[src/ict_pkg.sv]
// Package for the instruction cycle timing sequencer
package ict_pkg;

	// Clock states per machine cycle
	localparam int unsigned STATES_PER_CYCLE = 4;
	// Machine-cycle count width (counts up to nine)
	localparam int unsigned MC_W = 4;
	localparam logic [MC_W-1:0] MC_ONE   = 4'h1;
	localparam logic [MC_W-1:0] MC_TWO   = 4'h2;
	localparam logic [MC_W-1:0] MC_THREE = 4'h3;
	localparam logic [MC_W-1:0] MC_FOUR  = 4'h4;
	localparam logic [MC_W-1:0] MC_FIVE  = 4'h5;
	localparam logic [MC_W-1:0] MC_NINE  = 4'h9;
	// Stretch field: added machine cycles beyond two, 0..7
	localparam int unsigned STRETCH_W = 3;
	localparam logic [STRETCH_W-1:0] STRETCH_RST = 3'h0;
	// Opcodes of interest
	localparam logic [7:0] OP_XOR_DIR_IMM = 8'h63;
	localparam logic [7:0] OP_XMOVE_RD_DP = 8'hE0;
	localparam logic [7:0] OP_XMOVE_RD_R0 = 8'hE2;
	localparam logic [7:0] OP_XMOVE_RD_R1 = 8'hE3;
	localparam logic [7:0] OP_XMOVE_WR_DP = 8'hF0;
	localparam logic [7:0] OP_XMOVE_WR_R0 = 8'hF2;
	localparam logic [7:0] OP_XMOVE_WR_R1 = 8'hF3;

	// Clock state within a machine cycle
	typedef enum logic [1:0] {
		state_one,
		state_two,
		state_three,
		state_four
	} ict_state_type;

	// Timing class of an opcode
	typedef struct packed {
		logic [MC_W-1:0] cycles;      // Machine cycles
		logic            ext_move;    // External data move
		logic            ext_write;   // Move is a write
	} ict_class_type;

	// Strobe outputs towards external data memory
	typedef struct packed {
		logic rd_n;
		logic wr_n;
	} ict_strobe_type;

endpackage : ict_pkg

[src/ict_sequencer.sv]
// Instruction cycle timing sequencer: clock states, machine cycles, strobes
`timescale 1ns/1ps
module ict_sequencer
	import ict_pkg::*;
(
	input  wire logic                 core_clk,
	input  wire logic                 sys_rst,
	input  wire logic [7:0]           opcode,
	input  wire logic                 opcode_valid,
	input  wire logic [STRETCH_W-1:0] stretch_cfg,
	output ict_state_type             clk_state,
	output logic                      fetch_strobe,
	output logic                      instr_start,
	output logic                      instr_done,
	output logic [MC_W-1:0]           mc_count,
	output logic [MC_W-1:0]           instr_cycles,
	output logic                      late_phase,
	output ict_strobe_type            ext_strobe
);

	// Class decode, shared by length lookup and move detection
	function automatic ict_class_type classify(input logic [7:0] op);
		ict_class_type c;
		c = '{cycles: MC_ONE, ext_move: 1'b0, ext_write: 1'b0};
		unique case (op)
			OP_XMOVE_RD_DP, OP_XMOVE_RD_R0, OP_XMOVE_RD_R1: begin
				c = '{cycles: MC_TWO, ext_move: 1'b1, ext_write: 1'b0};
			end
			OP_XMOVE_WR_DP, OP_XMOVE_WR_R0, OP_XMOVE_WR_R1: begin
				c = '{cycles: MC_TWO, ext_move: 1'b1, ext_write: 1'b1};
			end
			OP_XOR_DIR_IMM: c.cycles = MC_THREE;
			8'h22, 8'h32, 8'h83, 8'h93: c.cycles = MC_TWO;
			8'h80, 8'h43, 8'h53, 8'h75, 8'h85, 8'h90: c.cycles = MC_THREE;
			8'h02, 8'h12, 8'h10, 8'h20, 8'h30: c.cycles = MC_FOUR;
			8'hA4, 8'h84: c.cycles = MC_FIVE;
			8'h45, 8'h44, 8'h42, 8'h72, 8'hA0, 8'hA2, 8'h92, 8'hC0, 8'hD0,
			8'hD2, 8'h95, 8'h94, 8'hC5, 8'h65, 8'h64, 8'h62: c.cycles = MC_TWO;
			default: c.cycles = MC_ONE;
		endcase
		return c;
	endfunction : classify

	ict_state_type   state_reg;
	ict_class_type   cls_reg;
	logic [MC_W-1:0] mc_reg;
	logic [MC_W-1:0] len_reg;
	logic            busy_reg;
	logic            rd_reg;
	logic            wr_reg;
	logic            pos_tog_reg;
	logic            neg_tog_reg;
	logic            start;
	ict_class_type   cls_next;
	logic [MC_W-1:0] len_next;

	// A new instruction is taken at the end of the last cycle's state four or when idle
	assign start = opcode_valid && (!busy_reg || (state_reg == state_four && mc_reg == len_reg));
	assign cls_next = classify(opcode);
	assign len_next = cls_next.ext_move ? MC_TWO + MC_W'(stretch_cfg) : cls_next.cycles;

	always_ff @(posedge core_clk) begin
		if (sys_rst) begin
			state_reg <= state_one;
		end else if (start) begin
			state_reg <= state_one;
		end else begin
			unique case (state_reg)
				state_one:   state_reg <= state_two;
				state_two:   state_reg <= state_three;
				state_three: state_reg <= state_four;
				state_four:  state_reg <= state_one;
			endcase
		end
	end

	always_ff @(posedge core_clk) begin
		if (sys_rst) begin
			mc_reg   <= MC_ONE;
			len_reg  <= MC_ONE;
			busy_reg <= 1'b0;
			cls_reg  <= '0;
		end else if (start) begin
			mc_reg   <= MC_ONE;
			len_reg  <= len_next;
			busy_reg <= 1'b1;
			cls_reg  <= cls_next;
		end else if (busy_reg && state_reg == state_four) begin
			if (mc_reg == len_reg) begin
				busy_reg <= 1'b0;
			end else begin
				mc_reg <= mc_reg + MC_ONE;
			end
		end
	end

	// strobe spans all but first cycle
	// Strobe covers cycles two..last so its width scales with stretch
	always_ff @(posedge core_clk) begin
		if (sys_rst) begin
			rd_reg <= 1'b0;
			wr_reg <= 1'b0;
		end else if (start || !busy_reg) begin
			rd_reg <= 1'b0;
			wr_reg <= 1'b0;
		end else if (cls_reg.ext_move && state_reg == state_four) begin
			rd_reg <= !cls_reg.ext_write && mc_reg != len_reg;
			wr_reg <= cls_reg.ext_write && mc_reg != len_reg;
		end
	end

	// rising-edge toggle
	// Toggle pair avoids gating a flop with the clock itself
	always_ff @(posedge core_clk) begin
		if (sys_rst) begin
			pos_tog_reg <= 1'b0;
		end else begin
			pos_tog_reg <= !pos_tog_reg;
		end
	end

	// falling-edge copy
	// Needs near 50% duty cycle; copy catches up in the low half of each state
	always_ff @(negedge core_clk) begin
		if (sys_rst) begin
			neg_tog_reg <= 1'b0;
		end else begin
			neg_tog_reg <= pos_tog_reg;
		end
	end

	// Outputs
	assign clk_state    = state_reg;
	assign fetch_strobe = busy_reg && state_reg == state_one && mc_reg <= len_reg
		&& !cls_reg.ext_move ? 1'b1 : (busy_reg && state_reg == state_one && mc_reg == MC_ONE);
	assign instr_start  = start;
	assign instr_done   = busy_reg && state_reg == state_four && mc_reg == len_reg;
	assign mc_count     = mc_reg;
	assign instr_cycles = len_reg;
	// Pair differs only between a rising edge and the next falling edge
	assign late_phase   = !(pos_tog_reg ^ neg_tog_reg);
	assign ext_strobe   = '{rd_n: !rd_reg, wr_n: !wr_reg};
endmodule : ict_sequencer

[config.mk]
export PLATFORM = sky130hd
export DESIGN_NAME = ict_sequencer
export DESIGN_NICKNAME = d
export VERILOG_FILES = /design/src/ict_pkg.sv /design/src/ict_sequencer.sv
export SDC_FILE = /design/constraint.sdc
export NUM_CORES = 1
export LEC_CHECK = 0
export ABC_AREA = 1
export BUFFER_PORTS_ARGS = -buffer_cell sky130_fd_sc_hd__buf_2
export CAP_MARGIN = 10
export CORE_AREA = 2 2 74 76
export CTS_BUF_LIST = sky130_fd_sc_hd__clkbuf_2 sky130_fd_sc_hd__clkbuf_4 sky130_fd_sc_hd__clkbuf_8
export DETAILED_ROUTE_END_ITERATION = 8
export DIE_AREA = 0 0 76 78
export SLEW_MARGIN = 40
export SYNTH_ARGS = -nofsm -noshare
export SYNTH_HDL_FRONTEND = slang
export SYNTH_SLANG_ARGS = --single-unit
export TNS_END_PERCENT = 30
[constraint.sdc]
create_clock -name core_clk -period 1.75 [get_ports core_clk]
set_input_delay 0.0875 -clock core_clk [delete_from_list [all_inputs] [get_ports core_clk]]
set_output_delay 0.0875 -clock core_clk [all_outputs]
set_load 0.005 [all_outputs]
==> impl_metrics.json <==
{
  "drv_slew": 0,
  "synth_largest_area_cell": "dfxtp_1",
  "violations": "negative setup slack",
  "hp-start": "sys_rst",
  "grt_antenna_before_repair": 0,
  "drt_pre_antenna_iters": 4,
  "total_leakage_power_uw": 0.0008170,
  "design_power_total_uw": 860.9,
  "routedWlPerCell_um": 9.196,
  "core_area_mm2": 0.005042,
  "cts.sinks": 17,
  "multiInputGateArea_um2": 785.8,
  "layoutNonFillerInstCount": 306,
  "htree_levels": 1,
  "vias": 1248,
  "routabilityCongestion": 0.8926,
  "r2r_slack_ns": 0.12,
  "hpwl_um": 2386,
  "die_w_um": 76,
  "hold_ws_ns": 0.05735,
  "yosysWarnings": 0,
  "syn_inst": 200,
  "fillCellCount": 559,
  "cts_buffers": 3,
  "arrival_ns": 1.76,
  "layout-drive-gt1-share_pct": 27.97,
  "synth.most_common_cell": "nand2_1",
  "tightest_slew_ns": 0.2431,
  "setup_slack_ns": -0.09568,
  "syn_nets": 225,
  "hold_path_class": "in -> reg",
  "syn_avg_cell_area_um2": 6.150,
  "crit_path_max_fanout": 1,
  "synth_area_leaders": "dfxtp_1, nand2_1, ha_1, nor2_1, inv_1",
  "clk_pin_slew_worst_paths_ns": 0.06,
  "async_reset_ff_share_pct": 0,
  "grt_pass1_wl_um": 4988,
  "synth_seq_area_share_pct": 27.67,
  "ios": 30,
  "reg2reg_from": "instr_cycles[3]$_SDFFE_PP0P_",
  "wl_um": 2814,
  "skew_ns": 0.06196,
  "status": "finished, violations left",
  "io_buffers": 29,
  "grt_max_degree": 10,
  "netlist_top_cells_count": "nand2_1, nor2_1, inv_1",
  "worst_path_max_delay_cell": "dfxtp_2",
  "drc_errors": 0,
  "clk_path_buf_depth": 2,
  "dieArea_mm2": 0.005928,
  "fp.dieH_um": 78,
  "critPathKind": "reg -> out",
  "antenna_cells": 0,
  "rows": 26,
  "crit_path_start_kind": "flop",
  "clock-root-buffer": "clkbuf_8",
  "max-vdd-ir-drop_mv": 0.2041,
  "synth_cell_type_count": 24,
  "grt_overflow_total": 0,
  "grt_pass1_vias": 1191,
  "vias_per_cell": 4.078,
  "grt_util_all_layers_pct": 10.17,
  "setup_viol": 1,
  "nNetsFinal": 262,
  "rsz0062_at_grt": "yes",
  "synth_top_area_share_pct": 27.67,
  "crit_path_start": "neg_tog_reg$_SDFF_NP0_",
  "ant_nets": 0,
  "crit_chain": "xnor2_2 > buf_2",
  "clkLatencyLatePin_ns": 0.31,
  "p_per_area_mw_per_mm2": 547.4,
  "relSlewSlack_pct": 83.77,
  "crit_path_end_kind": "output port",
  "ys_seq_elements": 17,
  "synth-edff-count": 0,
  "drtIter0Drc": 49,
  "cap_viol_max_count": 0,
  "finalHoldViolCount": 0,
  "area_growth_pct": 27.87,
  "cts_tree": "built",
  "cts_setup_buffers": 0,
  "worst-endpoint-required_ns": 1.66,
  "seq_area_um2": 344.1,
  "netlist_area_mm2": 0.001230,
  "dpl.cell_count": 302,
  "slowest_delay_ns": 0.31,
  "synthFlopType": "dfxtp_1",
  "initial_core_util_pct": 24.39
}
layer usage:
layer  wire [µm]  part of all wire (%)  track usage (%)
met5           0                     0                0
met4          42                   1.5            3.818
met3         164                   5.8            2.558
met2        1241                    44            16.79
met1        1366                    49            12.81
critical path: cells and delay by family, from the launching register on:
family	cells	cell delay [ns]
buf+inv	1	0.12
xor+xnor	1	0.13
flops	1	0.31
layout by cell type, fill, tap and decap left out, types with 2 or more instances in the layout:
| cell | count |
|---|---|
| clkbuf_8 | 3 |
| nor2_1 | 32 |
| nand3_1 | 9 |
| inv_2 | 6 |
| dfxtp_2 | 3 |
| a22oi_1 | 2 |
| dfxtp_1 | 14 |
| nor2_2 | 7 |
| buf_2 | 29 |
| nor3b_1 | 2 |
| ha_1 | 10 |
| nand2_1 | 52 |
| nor3_1 | 2 |
| buf_4 | 4 |
| nand2_2 | 8 |
| o21ai_0 | 3 |
| a21oi_1 | 7 |
| inv_1 | 31 |
stage by stage:
step	setup TNS, ns	setup slack, ns	instance area, µm²	util, %
floorplan	0	0.1991	1230	-
global placement	0	0.1263	1485	29.45
detailed placement	0	0.1123	1485	29.45
CTS	-0.09682	-0.09682	1530	30.35
global route	-0.2516	-0.1486	1573	31.19
finish	-0.09568	-0.09568	1573	31.19
cells by family after synthesis:
group | after synthesis | synth area share (%)
compound gates | 18 | 8.444
flops | 17 | 27.67
xor+xnor | 1 | 0.7122
fa+ha+maj | 11 | 11.19
buf+inv | 37 | 11.60
simple gates | 116 | 40.39
report_power, final:
part | leakage (µW) | total [µW] | internal, µW | switching (µW)
combinational | 0.000646 | 160 | 64.2 | 95.5
clock | 0.0000322 | 291 | 159 | 133
sequential | 0.000139 | 410 | 400 | 10.5
total | 0.000817 | 861 | 622 | 239
final cells by class:
class,instances,share of cell area (%)
multi-input combinational,146,49.96
sequential,17,21.88
timing repair buffer,33,11.14
inverter,35,8.353
tap,70,5.569
clock buffer,3,2.625
clock inverter,2,0.4773
repair_timing:
item,4_1_cts,5_1_grt
hold buffers,0,0
setup endpoints to repair,1,8
pin swaps,0,3
gates resized for setup,0,12
worst paths after layout:
kind,to,cells after the start
worst max-delay path,late_phase,2
worst min-delay path,pos_tog_reg$_SDFF_PP0_,2
worst max register to register,mc_count[3]$_SDFFE_PP0P_,8
worst min register to register,instr_cycles[1]$_SDFFE_PP0P_,2
(Power assumes the default switching activity.)
